### config.mk
export PLATFORM = sky130hd
export DESIGN_NAME = twp_timer_watchdog
export DESIGN_NICKNAME = d
export VERILOG_FILES = /design/src/rtl/twp_pkg.sv /design/src/rtl/twp_prescaler.sv /design/src/rtl/twp_timer_watchdog.sv
export SDC_FILE = /design/constraint.sdc
export NUM_CORES = 1
export LEC_CHECK = 0
export ABC_AREA = 1
export ABC_CLOCK_PERIOD_IN_PS = 3000
export BUFFER_PORTS_ARGS = -buffer_cell sky130_fd_sc_hd__buf_2
export CORE_ASPECT_RATIO = 1.5
export CORE_MARGIN = 5
export CORE_UTILIZATION = 55
export DETAILED_ROUTE_END_ITERATION = 16
export GPL_ROUTABILITY_DRIVEN = 0
export PLACE_DENSITY = 0.87
export SLEW_MARGIN = 20
export SYNTH_ARGS = -nofsm -noshare
export SYNTH_HDL_FRONTEND = slang
export SYNTH_SLANG_ARGS = --single-unit
### constraint.sdc
create_clock -name sys_clk -period 3 [get_ports sys_clk]
set_input_delay 0.6 -clock sys_clk [delete_from_list [all_inputs] [get_ports sys_clk]]
set_output_delay 0.6 -clock sys_clk [all_outputs]
set_load 0.02 [all_outputs]
### src/rtl/twp_pkg.sv
// Package: register map, field layouts, reset values and shared types
package twp_pkg;

   // ==========================================================
   // Register byte addresses
   localparam logic [7:0] TWP_ADDR_TIMER_COUNT = 8'h00;
   localparam logic [7:0] TWP_ADDR_TIMER_CTRL = 8'h04;
   localparam logic [7:0] TWP_ADDR_WD_CTRL = 8'h08;
   localparam logic [7:0] TWP_ADDR_IRQ_MASK = 8'h0C;
   localparam logic [7:0] TWP_ADDR_PORT5_DATA = 8'h10;
   localparam logic [7:0] TWP_ADDR_PORT5_DIR = 8'h14;
   localparam logic [7:0] TWP_ADDR_STATUS = 8'h18;
   localparam logic [7:0] TWP_ADDR_MISC_CTRL = 8'h1C;
   localparam logic [7:0] TWP_ADDR_WD_COUNT = 8'h20;

   // ==========================================================
   // Reset values
   localparam logic [7:0] TWP_RST_TIMER_CTRL = 8'hBF;
   localparam logic [7:0] TWP_RST_WD_CTRL = 8'h80;
   localparam logic [7:0] TWP_RST_IRQ_MASK = 8'h00;
   localparam logic [7:0] TWP_RST_TIMER_COUNT = 8'h00;
   localparam logic TWP_RST_PORT5_DIR = 1'b1;

   // ==========================================================
   // Field positions of the status, misc and interrupt mask registers
   localparam int TWP_STAT_OVF_BIT = 0;
   localparam int TWP_STAT_SLEEP_BIT = 1;
   localparam int TWP_MISC_CONV_WAKE_BIT = 0;
   localparam int TWP_IRQ_MASK_TIMER_BIT = 0;

   // ==========================================================
   // Register layouts, msb first
   typedef struct packed {
      logic watchdog_enable_bit;
      logic ext_irq_pin_select;
      logic wd_prescale_enable;
      logic [2:0] wd_prescale_ratio;
      logic [1:0] unused;
   } twp_wd_ctrl_t;

   typedef struct packed {
      logic timer_prescale_enable;
      logic reserved;
      logic timer_source_ext;
      logic timer_edge_falling;
      logic timer_prescale_assign;
      logic [2:0] timer_prescale_ratio;
   } twp_timer_ctrl_t;

   // AHB-Lite address phase as captured by the slave
   typedef struct packed {
      logic [7:0] addr;
      logic write;
   } twp_ahb_cmd_t;

endpackage

### src/rtl/twp_prescaler.sv
// Eight-bit ratio prescaler: divides an input tick by 2 to 256 or passes it
module twp_prescaler
   import twp_pkg::*;
#(
   parameter int PS_W = 8
) (
   // Clock and reset
   input wire logic sys_clk,
   input wire logic reset,
   // Control
   input wire logic clear,
   input wire logic bypass,
   input wire logic [2:0] ratio,
   // Ticks
   input wire logic tick_in,
   output logic tick_out
);

   // ==========================================================
   // Parameter check
   if (PS_W < 8) begin : g_chk
      $error("twp_prescaler: PS_W must be at least 8");
   end

   logic [PS_W-1:0] count_r;
   logic [PS_W:0] span;
   logic [PS_W-1:0] mask;
   logic [3:0] shift;

   // ==========================================================
   // Ratio decode: code n divides by 2^(n+1)
   always_comb begin
      shift = {1'b0, ratio} + 4'h1;
      span = (PS_W+1)'(1) << shift;
      mask = PS_W'(span - (PS_W+1)'(1));
   end

   assign tick_out = tick_in & (bypass | ((count_r & mask) == mask));

   always_ff @(posedge sys_clk) begin
      if (reset || clear) begin
         count_r <= '0;
      end else if (tick_in) begin
         count_r <= count_r + PS_W'(1);
      end
   end

endmodule

### src/rtl/twp_timer_watchdog.sv
// Timer/counter and watchdog with their prescalers, reached over AHB-Lite
//
// How it works
// - Watchdog control bit 7 enables the watchdog; software reads and writes it.
// - Prescale enable bit 5 low gives watchdog ratio 1:1, high uses ratio field.
// - Ratio field bits 4..2: code 0 divides by 2, each step doubles, to 256.
// - Watchdog control bits 1 and 0 always read zero.
// - Bit 6 makes port 5 bit 0 plain I/O or active-low external interrupt.
// - Interrupt select low masks the interrupt path; high shows pin in port data.
// - Two separate 8-bit prescaler counters, one for timer, one for watchdog.
// - Timer ratio from timer control field; watchdog ratio from watchdog control.
// - Each write to the timer count clears the timer prescaler.
// - Watchdog-clear or sleep instruction clears watchdog counter and its prescaler.
// - Timer is 8-bit, clocked internally or by selectable edge of input pin.
// - Internal source increments the timer every clock, bypassing the prescaler.
// - External source increments the timer on selected pin edges, passed through the timer prescaler.
// - Internal timer stops in sleep unless converting with conversion wake set.
// - Watchdog runs from its own oscillator and keeps counting in sleep.
// - Enabled watchdog time-out resets the device, awake or asleep.
// - Software may enable or disable the watchdog at any time.
// - Interrupt mask bit 0 gates the timer overflow flag onto its interrupt.
// - Any reset sets watchdog control bit 7 and clears bits 6..0.
//
// The register offsets and the AHB-Lite register port were decided locally.
module twp_timer_watchdog
   import twp_pkg::*;
#(
   parameter int WD_CNT_W = 8,
   parameter int PS_W = 8
) (
   // Clock and reset
   input wire logic sys_clk,
   input wire logic reset,
   // AHB-Lite slave
   input wire logic hsel,
   input wire logic [31:0] haddr,
   input wire logic [1:0] htrans,
   input wire logic hwrite,
   input wire logic [2:0] hsize,
   input wire logic [31:0] hwdata,
   input wire logic hready,
   output logic hreadyout,
   output logic hresp,
   output logic [31:0] hrdata,
   // Core instruction strobes
   input wire logic wd_clear_instruction,
   input wire logic sleep_instruction,
   input wire logic wake_event,
   input wire logic conversion_busy,
   // Pins
   input wire logic wd_osc_pin,
   input wire logic timer_in_pin,
   input wire logic port5_bit0_pin_in,
   output logic port5_bit0_pin_out,
   output logic port5_bit0_pin_oe_n,
   // Events to the core
   output logic wd_reset_req,
   output logic ext_irq_req,
   output logic timer_irq
);

   // ==========================================================
   // Parameter checks
   if (WD_CNT_W < 1 || WD_CNT_W > 16) begin : g_chk_wd
      $error("twp_timer_watchdog: WD_CNT_W must be 1..16");
   end
   if (PS_W < 8) begin : g_chk_ps
      $error("twp_timer_watchdog: PS_W must be at least 8");
   end

   // ==========================================================
   // Declarations
   twp_ahb_cmd_t cmd_r;
   logic cmd_valid_r;
   logic rd_wait_r;
   logic [31:0] hrdata_r;
   logic [31:0] rd_mux;
   logic wr_en;
   logic [7:0] wdata;

   twp_wd_ctrl_t wd_ctrl_r;
   twp_timer_ctrl_t timer_ctrl_r;
   logic [7:0] irq_mask_r;
   logic [7:0] timer_count_r;
   logic timer_ovf_r;
   logic asleep_r;
   logic conv_wake_en_r;
   logic port5_out_r;
   logic port5_dir_r;
   logic [WD_CNT_W-1:0] wd_count_r;
   logic wd_reset_req_r;

   logic wd_osc_s1_r, wd_osc_s2_r, wd_osc_d_r;
   logic tin_s1_r, tin_s2_r, tin_d_r;
   logic p50_s1_r, p50_s2_r;

   logic wd_base_tick;
   logic wd_tick;
   logic wd_clear;
   logic wd_timeout;
   logic tin_edge;
   logic timer_ps_tick;
   logic timer_inc;
   logic timer_run_int;
   logic timer_write;
   logic timer_ps_clear;

   // ==========================================================
   // Pin synchronisers
   always_ff @(posedge sys_clk) begin
      if (reset) begin
         wd_osc_s1_r <= 1'b0;
         wd_osc_s2_r <= 1'b0;
         wd_osc_d_r <= 1'b0;
      end else begin
         wd_osc_s1_r <= wd_osc_pin;
         wd_osc_s2_r <= wd_osc_s1_r;
         wd_osc_d_r <= wd_osc_s2_r;
      end
   end

   always_ff @(posedge sys_clk) begin
      if (reset) begin
         tin_s1_r <= 1'b0;
         tin_s2_r <= 1'b0;
         tin_d_r <= 1'b0;
      end else begin
         tin_s1_r <= timer_in_pin;
         tin_s2_r <= tin_s1_r;
         tin_d_r <= tin_s2_r;
      end
   end

   // Pin idles high through the pull-up, so start high
   always_ff @(posedge sys_clk) begin
      if (reset) begin
         p50_s1_r <= 1'b1;
         p50_s2_r <= 1'b1;
      end else begin
         p50_s1_r <= port5_bit0_pin_in;
         p50_s2_r <= p50_s1_r;
      end
   end

   // ==========================================================
   // AHB-Lite slave
   // Reads take one wait state so a write in the previous data phase is seen
   assign hresp = 1'b0;
   assign hreadyout = ~rd_wait_r;
   assign hrdata = hrdata_r;
   assign wr_en = cmd_valid_r & cmd_r.write;
   assign wdata = hwdata[7:0];

   always_ff @(posedge sys_clk) begin
      if (reset) begin
         cmd_valid_r <= 1'b0;
         cmd_r <= '0;
      end else if (hready) begin
         cmd_valid_r <= hsel & htrans[1];
         cmd_r.addr <= {haddr[7:2], 2'b00};
         cmd_r.write <= hwrite;
      end
   end

   always_ff @(posedge sys_clk) begin
      if (reset) begin
         rd_wait_r <= 1'b0;
      end else if (rd_wait_r) begin
         rd_wait_r <= 1'b0;
      end else if (hready) begin
         rd_wait_r <= hsel & htrans[1] & ~hwrite;
      end
   end

   always_ff @(posedge sys_clk) begin
      if (reset) begin
         hrdata_r <= '0;
      end else if (rd_wait_r) begin
         hrdata_r <= rd_mux;
      end
   end

   // Unmapped addresses read as zero and ignore writes
   always_comb begin
      rd_mux = '0;
      case (cmd_r.addr)
         TWP_ADDR_TIMER_COUNT: rd_mux[7:0] = timer_count_r;
         TWP_ADDR_TIMER_CTRL: rd_mux[7:0] = {timer_ctrl_r[7], 1'b0, timer_ctrl_r[5:0]};
         TWP_ADDR_WD_CTRL: rd_mux[7:0] = {wd_ctrl_r[7:2], 2'b00};
         TWP_ADDR_IRQ_MASK: rd_mux[7:0] = irq_mask_r;
         // Pin level shows when input or when used as interrupt
         TWP_ADDR_PORT5_DATA: rd_mux[0] = (port5_dir_r | wd_ctrl_r.ext_irq_pin_select) ?
            p50_s2_r : port5_out_r;
         TWP_ADDR_PORT5_DIR: rd_mux[0] = port5_dir_r;
         TWP_ADDR_STATUS: begin
            rd_mux[TWP_STAT_OVF_BIT] = timer_ovf_r;
            rd_mux[TWP_STAT_SLEEP_BIT] = asleep_r;
         end
         TWP_ADDR_MISC_CTRL: rd_mux[TWP_MISC_CONV_WAKE_BIT] = conv_wake_en_r;
         TWP_ADDR_WD_COUNT: rd_mux[WD_CNT_W-1:0] = wd_count_r;
         default: rd_mux = '0;
      endcase
   end

   // ==========================================================
   // Control registers
   always_ff @(posedge sys_clk) begin
      if (reset) begin
         wd_ctrl_r <= TWP_RST_WD_CTRL;
      end else if (wr_en && cmd_r.addr == TWP_ADDR_WD_CTRL) begin
         wd_ctrl_r <= {wdata[7:2], 2'b00};
      end
   end

   always_ff @(posedge sys_clk) begin
      if (reset) begin
         timer_ctrl_r <= TWP_RST_TIMER_CTRL;
      end else if (wr_en && cmd_r.addr == TWP_ADDR_TIMER_CTRL) begin
         timer_ctrl_r <= wdata;
      end
   end

   always_ff @(posedge sys_clk) begin
      if (reset) begin
         irq_mask_r <= TWP_RST_IRQ_MASK;
      end else if (wr_en && cmd_r.addr == TWP_ADDR_IRQ_MASK) begin
         irq_mask_r <= wdata;
      end
   end

   always_ff @(posedge sys_clk) begin
      if (reset) begin
         conv_wake_en_r <= 1'b0;
      end else if (wr_en && cmd_r.addr == TWP_ADDR_MISC_CTRL) begin
         conv_wake_en_r <= wdata[TWP_MISC_CONV_WAKE_BIT];
      end
   end

   // ==========================================================
   // Port 5 bit 0: plain I/O or external interrupt input
   always_ff @(posedge sys_clk) begin
      if (reset) begin
         port5_out_r <= 1'b0;
         port5_dir_r <= TWP_RST_PORT5_DIR;
      end else if (wr_en) begin
         if (cmd_r.addr == TWP_ADDR_PORT5_DATA) begin
            port5_out_r <= wdata[0];
         end
         if (cmd_r.addr == TWP_ADDR_PORT5_DIR) begin
            port5_dir_r <= wdata[0];
         end
      end
   end

   // Interrupt role never drives the pin, even if software forgot the direction
   assign port5_bit0_pin_out = port5_out_r;
   assign port5_bit0_pin_oe_n = port5_dir_r | wd_ctrl_r.ext_irq_pin_select;
   assign ext_irq_req = wd_ctrl_r.ext_irq_pin_select & ~p50_s2_r;

   // ==========================================================
   // Sleep state
   always_ff @(posedge sys_clk) begin
      if (reset) begin
         asleep_r <= 1'b0;
      end else if (sleep_instruction) begin
         asleep_r <= 1'b1;
      end else if (wake_event || wd_timeout) begin
         asleep_r <= 1'b0;
      end
   end

   // ==========================================================
   // General timer
   assign tin_edge = timer_ctrl_r.timer_edge_falling ? (tin_d_r & ~tin_s2_r)
                                                    : (~tin_d_r & tin_s2_r);
   assign timer_run_int = ~asleep_r | (conv_wake_en_r & conversion_busy);
   assign timer_write = wr_en && cmd_r.addr == TWP_ADDR_TIMER_COUNT;
   assign timer_ps_clear = timer_write;

   twp_prescaler #(
      .PS_W(PS_W)
   ) u_timer_ps (
      .sys_clk(sys_clk),
      .reset(reset),
      .clear(timer_ps_clear),
      .bypass(~timer_ctrl_r.timer_prescale_enable),
      .ratio(timer_ctrl_r.timer_prescale_ratio),
      .tick_in(tin_edge),
      .tick_out(timer_ps_tick)
   );

   // Internal source bypasses the prescaler
   assign timer_inc = timer_ctrl_r.timer_source_ext ? timer_ps_tick : timer_run_int;

   always_ff @(posedge sys_clk) begin
      if (reset) begin
         timer_count_r <= TWP_RST_TIMER_COUNT;
      end else if (timer_write) begin
         timer_count_r <= wdata;
      end else if (timer_inc) begin
         timer_count_r <= timer_count_r + 8'h01;
      end
   end

   // Overflow flag: write 1 clears, a new overflow in that cycle wins
   always_ff @(posedge sys_clk) begin
      if (reset) begin
         timer_ovf_r <= 1'b0;
      end else if (timer_inc && !timer_write && timer_count_r == 8'hFF) begin
         timer_ovf_r <= 1'b1;
      end else if (wr_en && cmd_r.addr == TWP_ADDR_STATUS && wdata[TWP_STAT_OVF_BIT]) begin
         timer_ovf_r <= 1'b0;
      end
   end

   assign timer_irq = timer_ovf_r & irq_mask_r[TWP_IRQ_MASK_TIMER_BIT];

   // ==========================================================
   // Watchdog
   // Base tick is the own oscillator, independent of sleep
   assign wd_base_tick = wd_osc_s2_r & ~wd_osc_d_r & wd_ctrl_r.watchdog_enable_bit;
   assign wd_clear = wd_clear_instruction | sleep_instruction;

   twp_prescaler #(
      .PS_W(PS_W)
   ) u_wd_ps (
      .sys_clk(sys_clk),
      .reset(reset),
      .clear(wd_clear),
      .bypass(~wd_ctrl_r.wd_prescale_enable),
      .ratio(wd_ctrl_r.wd_prescale_ratio),
      .tick_in(wd_base_tick),
      .tick_out(wd_tick)
   );

   assign wd_timeout = wd_tick & ~wd_clear & (&wd_count_r);

   // Disabled watchdog is held at zero so re-enabling at ratio 1:1 starts a full period
   always_ff @(posedge sys_clk) begin
      if (reset || wd_clear || !wd_ctrl_r.watchdog_enable_bit) begin
         wd_count_r <= '0;
      end else if (wd_tick) begin
         wd_count_r <= wd_count_r + WD_CNT_W'(1);
      end
   end

   always_ff @(posedge sys_clk) begin
      if (reset) begin
         wd_reset_req_r <= 1'b0;
      end else begin
         wd_reset_req_r <= wd_timeout;
      end
   end

   assign wd_reset_req = wd_reset_req_r;

endmodule

==> results of run 1 <==
==> critical path: cells and delay by family (launching register included) <==
| family | cells | cell delay [ns] |
|---|---|---|
| adders and majority gates | 1 | 0.26 |
| buffers and inverters | 2 | 0.17 |
| AOI/OAI and AO/OA | 1 | 0.05 |
| DFF | 1 | 0.55 |
| and+or+nand+nor | 9 | 0.95 |
==> through the flow <==
stage          hold slack (ns)  cell area, um^2  cells  worst slack (ns)  total power (uW)
3_3_place_gp             0.394             4580    740             0.949              1330
5_1_grt                  0.418             4880    756             0.730              2500
4_1_cts                  0.407             4880    756             0.909              2430
3_5_place_dp             0.399             4580    740             0.918              1330
6_report                 0.408             4880    756             0.909              2410
2_1_floorplan            0.388             4490    631              1.20              1300
==> final timing paths <==
path                   start               end  cells past startpoint  slack (ns)
max          timer_ctrl_r[1]  timer_count_r[0]                     13        0.91
min              wd_osc_s1_r       wd_osc_s2_r                      2        0.41
max reg2reg  timer_ctrl_r[1]  timer_count_r[0]                     13        0.91
min reg2reg      wd_osc_s1_r       wd_osc_s2_r                      2        0.41
==> power breakdown <==
group | internal [uW] | switching [uW]
logic | 43.2 | 124
registers | 1130 | 12.8
clock network | 670 | 432
==> kinds of logic (layout without fill, tap and decap cells) <==
kind of cell,count (synthesis),count (layout)
AO/OA/AOI/OAI,133,133
XOR/XNOR,12,12
adder cells (fa/ha/maj),6,6
buffers and inverters,120,140
flip-flops,84,84
other,2,26
AND/OR/NAND/NOR,250,250
==> cell usage in the layout (no fill, tap or decap), types with 8 or more instances in the layout <==
cell type   n
inv_2      11
nand3_1    26
o21ai_0    38
a21oi_1    44
clkbuf_16   9
o21ai_1    14
nand2_1    94
dfxtp_1    84
xor2_1     10
nor2_1     65
a21oi_2     8
nand4_1    18
buf_2      40
nor3_1     12
conb_1     26
nand2_2    12
inv_1      65
==> registers in the layout, indices dropped and copies added (netlist names), 6 cells and up <==
signal and count:
hrdata 8, irq_mask_r 8, timer_count_r 8, u_timer_ps.count_r 8, u_wd_ps.count_r 8, wd_count_r 8
cmd_r 7, timer_ctrl_r 7, wd_ctrl_r 6
==> layout make-up <==
cell class                 instances  share of cell area
clock buffer                      13              0.0513
clock inverter                     3             0.00949
sequential                        84               0.345
timing repair buffer              43              0.0456
inverter                          81              0.0641
tap                              105              0.0269
multi-input combinational        427               0.458
==> metal layers <==
metal  GRT usage  up-vias
met5           0        -
met4       0.130        0
met1       0.240     1935
li1            -     2033
met3      0.0501       40
met2       0.386      190
==> summary.md, run 1 <==
| Metric | Value |
|---|---|
| FF+latch count, synth | `84` |
| Critical-path top delay cell | `dfxtp_1` |
| Die Width | `83 um` |
| Register area share after synthesis | `0.382` |
| Io pins | `120` |
| Largest net degree at the start of global routing | `38` |
| Number of diodes | `0` |
| Number of synthesized flops with an enable pin | `0` |
| WL final | `10.9 mm` |
| Met2 wire length | `5.58 mm` |
| Total CTS buffers | `9` |
| Clock period minus worst slack | `2.09 ns` |
| DR DRC count | `0` |
| Vias | `4198` |
| P per Cell Area | `495 nW/um^2` |
| WL/cell | `14.4 um` |
| H-tree lvl count | `3` |
| Critical path class | `reg2reg` |
| Layout cells sized above 1 | `0.169` |
| Die area | `9920 um^2` |
| CP arrival | `2.32 ns` |
| Post-Synth XOR/XNOR Area | `0.0239` |
| Max clock buf depth | `2` |
| Mean Syn Cell Area | `7.24 um^2` |
| First-pass GRT wire length | `17.9 mm` |
| Synth area leader | `dfxtp_1` |
| Root buffer cell | `clkbuf_16` |
| I/O Buffers | `40` |
| Cells after Synth | `607` |
| Synth top area share | `0.382` |
| Outcome | `finished clean` |
| DRT antenna net count | `0` |
| Cell row count | `40` |
| CP endpoint kind | `flop` |
| Leak | `0.00206 uW` |
| Fmax | `478 MHz` |
| Register area | `1680 um^2` |
| Worst Tran Pin Value | `0.907 ns` |
| Grt ovf | `0` |
| Final Hold Viols | `0` |
| Setup TNS | `0 ns` |
| Multi-input gate area | `2230 um^2` |
| Setup Skew | `0.00558 ns` |
| Period utilization | `0.697` |
| GRT Resource Usage Total | `0.220` |
| Critical Path Start Type | `flop` |
| Router iterations before antenna repair | `5` |
| Die H | `120 um` |
| Largest family of logic cells by synthesized area | `simple AND/OR/NAND/NOR gates` |
| Max-cap viol count | `0` |
| Cell mode on critical path | `nand3_1` |
| Slowest stage delay, CP | `0.55 ns` |
| Mux cell area share after synthesis | `0` |
| Ranking of synthesized cells by area | `dfxtp_1 (38%), nand2_1 (8.0%), inv_1 (5.5%), nor2_1 (5.5%), a21oi_1 (5.0%)` |
| 1st-iter DRT viols | `307` |
| Synth Area in Adders | `0.0171` |
| Synth Warn # | `0` |
| RSZ-0062 raised after global routing | `false` |
| Rel. slew slack | `0.391` |
| CP required | `3.22 ns` |
| Pins Over Slew Limit | `0` |
| Vias in the first global route | `3946` |
| Resize count post-CTS | `0` |
| Nets | `733` |
| Layout area overhead | `11.0%` |
| DRT met1 WL | `4.11 mm` |
| Async SR Flop Fraction | `0` |
| # setup viols final | `0` |
| Clock transition at the registers of the reported paths | `0.06 ns` |
| Metal3 WL | `719 um` |
| Clk_lat worst skew | `0.34 ns` |
| Via/cell ratio | `5.55` |
| Most common cell in the synthesized netlist | `nand2_1` |
| Main synth FF type | `dfxtp_1` |
| Yosys cell types | `49` |
| CP Max Fanout | `10` |
| Post-synth top cells | `nand2_1 (94), dfxtp_1 (84), inv_1 (65), nor2_1 (65), a21oi_1 (44)` |
| Initial cell density of the core | `0.556` |
| HPWL Detailed | `8.15 mm` |
| Filler instances | `694` |
| Cells along the critical path | `nand2_1, inv_1, ha_1, inv_1, nand3_1, nand3_1, nand3_1, nand3_1, nand2_2, nand2_4, nand3_4, nand2_2, a21oi_2` |
| Core ar. | `7910 um^2` |
| CTS tree | `done` |
| Synth Area in Compound Gates | `0.178` |
| Synthesized area | `4400 um^2` |
| Max VDD drop | `0.000460 V` |
| Setup Fix Bufs, Post-CTS | `0` |
| CTS hold repair buffers | `0` |
| Top layer reached by signal wires | `met4` |
| Initial antenna violation count | `0` |
| Final Util | `0.617` |
| CTS sink count | `84` |
| Hold Path Class | `reg2reg` |
| Simple-Gate Fraction of Synth Area | `0.267` |
(Power assumes the default switching activity.)
==> run 2, diff against run 1 <==
Settings changed: ABC_AREA 1 to 0, ABC_CLOCK_PERIOD_IN_PS 3000 to 1750, CORE_UTILIZATION 55 to 47, PLACE_DENSITY 0.87 to 0.8.
Clock period 3 ns to 1.75 ns, I/O delays scaled along.
==> run 2 against run 1 <==
  * The flow now finishes with violations (negative setup slack)
  * Die area rose by 13%
  * Via count decreased by 4.4%
  * Critical path type unchanged
  * Total power is 76% higher
  * Critical path depth is 5 lower
==> summary.md, run 2 <==
| Metric | Value |
|---|---|
| Outcome | `complete, but fails checks` |
| Failing checks | `negative setup slack` |
| Number of diodes | `0 (unchanged)` |
| Critical Path Start Type | `flop` |
| First-pass GRT wire length | `18.9 mm (+5.7%)` |
| Max-cap viol count | `0 (unchanged)` |
| Net Sw Power | `1060 uW (+86%)` |
| Grt ovf | `0 (unchanged)` |
| Filler instances | `714 (+2.9%)` |
| Setup TNS | `-11.05 ns (-11.05 ns)` |
| CTS hold repair buffers | `0 (unchanged)` |
| Fmax | `408 MHz (-15%)` |
| # setup viols final | `19 (+19)` |
| Layout cells sized above 1 | `0.296 (+0.127)` |
| Pre-CTS setup slack | `-0.681 ns (-1.60 ns)` |
| CP arrival | `2.67 ns (+0.35 ns)` |
| Worst Hold Path Cells | `2 (unchanged)` |
| Vias in the first global route | `3992 (+1.2%)` |
| Layout area overhead | `27.1%` |
| Async SR Flop Fraction | `0 (unchanged)` |
| CTS sink count | `84 (unchanged)` |
| CP Max Fanout | `6 (-4)` |
| Leak | `0.00215 uW (+4.5%)` |
| Die Width | `88.3 um (+6.3%)` |
| DR DRC count | `0 (unchanged)` |
| Setup Skew | `0.00844 ns (+0.00286 ns)` |
| Nets | `657 (-10%)` |
| Router iterations before antenna repair | `7 (+2)` |
| Internal Pwr Total | `3200 uW (+73%)` |
| Final instance area | `5490 um^2 (+12%)` |
| Critical path class | `reg2reg` |
| Most common cell in the synthesized netlist | `dfxtp_1` |
| I/O Buffers | `40 (unchanged)` |
| Worst setup margin | `-0.703 ns (-1.61 ns)` |
| H-tree lvl count | `3 (unchanged)` |
| Clk_lat worst skew | `0.35 ns (about the same)` |
| Cell row count | `42 (+5.0%)` |
| Gate power share | `0.094 (+0.025)` |
| Hold Path Class | `in2reg` |
| Pins Over Slew Limit | `0 (unchanged)` |
| Commonest non-fill, non-tap cell in the layout | `dfxtp_1` |
| RSZ-0062 raised after global routing | `true` |
| WL final | `12.4 mm (+13%)` |
| CP required | `1.97 ns (-1.25 ns)` |
| Yosys cell types | `63 (+29%)` |
| Clock period minus worst slack | `2.45 ns (+0.362 ns)` |
| Io pins | `120 (unchanged)` |
| Final Hold Viols | `0 (unchanged)` |
| Largest net degree at the start of global routing | `47 (+24%)` |
| Net Sw Frac | `0.248 (+0.0126)` |
| CP endpoint kind | `flop` |
| Initial antenna violation count | `0 (unchanged)` |
| P per Cell Area | `775 nW/um^2 (+57%)` |
| Overall power | `4250 uW (+76%)` |
| Core ar. | `8880 um^2 (+12%)` |
| Synth area leader | `dfxtp_1` |
| Vias | `4012 (-4.4%)` |
| Die H | `127 um (+6.6%)` |
| Synthesized area | `4320 um^2 (-1.8%)` |
| Root buffer cell | `clkbuf_16` |
| Mean Syn Cell Area | `8.97 um^2 (+24%)` |
| GRT Resource Usage Total | `0.216 (-0.00435)` |
| Period utilization | `1.40 (+0.705)` |
| Post-synth top cells | `dfxtp_1 (84), nor2_1 (60), mux2i_1 (35)` |
| Initial cell density of the core | `0.486 (-0.0700)` |
| Main synth FF type | `dfxtp_1` |
| Worst r2r path cells | `8 (-5)` |
| 1st-iter DRT viols | `274 (-11%)` |
| Max clock buf depth | `2 (unchanged)` |
| Most frequent cells in the layout | `dfxtp_1 (80), nor2_1 (57), buf_4 (57)` |
| Clock transition at the registers of the reported paths | `0.06 ns (about the same)` |
| Number of synthesized flops with an enable pin | `0 (unchanged)` |
| CTS tree | `done` |
| Cells after Synth | `481 (-21%)` |
| HPWL Detailed | `8.61 mm (+5.7%)` |
| Clock Power Share | `0.430 (-0.026)` |
| Register area share after synthesis | `0.390 (+0.00710)` |
| Final Util | `0.618 (+0.000832)` |
| Via/cell ratio | `5.86 (+5.5%)` |
| FF+latch count, synth | `84 (unchanged)` |
| Ranking of synthesized cells by area | `dfxtp_1 (39%), mux2i_1 (8.1%), nor2_1 (5.2%), buf_4 (4.3%), nand2_1 (3.0%)` |
| Synth top area share | `0.390 (+0.00710)` |
| Synth Warn # | `0 (unchanged)` |
| Die area | `11200 um^2 (+13%)` |
| Sequential fraction of design power | `0.476 (+0.002)` |
| Placed cell areas | `4950 um^2 (+8.1%)` |
| Total CTS buffers | `9 (unchanged)` |
| DRT antenna net count | `0 (unchanged)` |
| WL/cell | `18.1 um (+25%)` |
| Max VDD drop | `0.000572 V (+24%)` |
[run 2: cell count changes after synthesis, moves of 13 or more]
cell and delta:
inv_1 -56, mux2i_1 +35, o21ai_1 -14, nor2b_1 +13, o21ai_0 -26, a21oi_1 -29
nand2_1 -60
[run 2: cell families (layout without fill, tap and decap cells)]
logic type,after synthesis,count (layout),share of synthesized area
multiplexers,41,41,0.110
XOR/XNOR,21,21,0.0426
buffers and inverters,61,131,0.0780
flip-flops,84,84,0.390
other,2,26,0.00174
adder cells (fa/ha/maj),6,6,0.0174
AO/OA/AOI/OAI,69,69,0.127
AND/OR/NAND/NOR,197,197,0.234
[run 2: per-stage QoR]
| stage | hold WS [ns] | cells |
|---|---|---|
| after floorplan | 0.389 | 505 |
| after global placement | 0.391 | 661 |
| after detailed placement | 0.394 | 661 |
| after CTS | 0.185 | 683 |
| after global routing | 0.189 | 685 |
| final | 0.189 | 685 |
[run 2: worst paths after layout]
check / start / endpoint / slack, ns
worst min-delay path: port5_bit0_pin_in / p50_s1_r / 0.19
worst min register to register: p50_s1_r / p50_s2_r / 0.41
worst max register to register: wd_ctrl_r[4] / wd_count_r[6] / -0.70
worst max-delay path: wd_ctrl_r[4] / wd_count_r[6] / -0.70
[run 2: power by group through the flow]
stage          logic (uW)  clock network [uW]  registers, uW
4_1_cts               379                1840           2020
3_5_place_dp          372                   0           2060
5_1_grt               426                1920           2030
2_1_floorplan         281                   0           2040
6_report              399                1830           2020
3_3_place_gp          363                   0           2050
[run 2: area by class of cell]
| type | count | area [um^2] | area share |
|---|---|---|---|
| multi-input combinational | 360 | 2590 | 0.473 |
| tap | 110 | 138 | 0.0251 |
| sequential | 84 | 1690 | 0.308 |
| clock inverter | 1 | 5.00 | 0.000912 |
| inverter | 10 | 37.5 | 0.00684 |
| timing repair buffer | 105 | 744 | 0.136 |
| clock buffer | 15 | 278 | 0.0506 |
[run 2: critical path: stages, from the launching register on]
cell and delay (ns):
dfxtp_2 0.32, or3_4 0.39, ha_4 0.27, o21a_1 0.12
o221ai_2 0.10, a2111o_2 0.49, a211oi_4 0.36, a31o_2 0.22
a21oi_1 0.06
[run 2: timing repair]
item	4_1_cts	5_1_grt
pin swaps	14	16
setup endpoints to repair	19	49
resized for setup	11	28
gates cloned	0	0
buffers inserted	6	2
[run 2: metal layers]
| layer | part of all wire | track usage | vias to the layer above |
|---|---|---|---|
| met5 | 0 | 0 | - |
| met4 | 0.055 | 0.140 | 0 |
| met3 | 0.067 | 0.0432 | 55 |
| met2 | 0.52 | 0.374 | 189 |
| met1 | 0.36 | 0.232 | 1922 |
| li1 | - | - | 1846 |
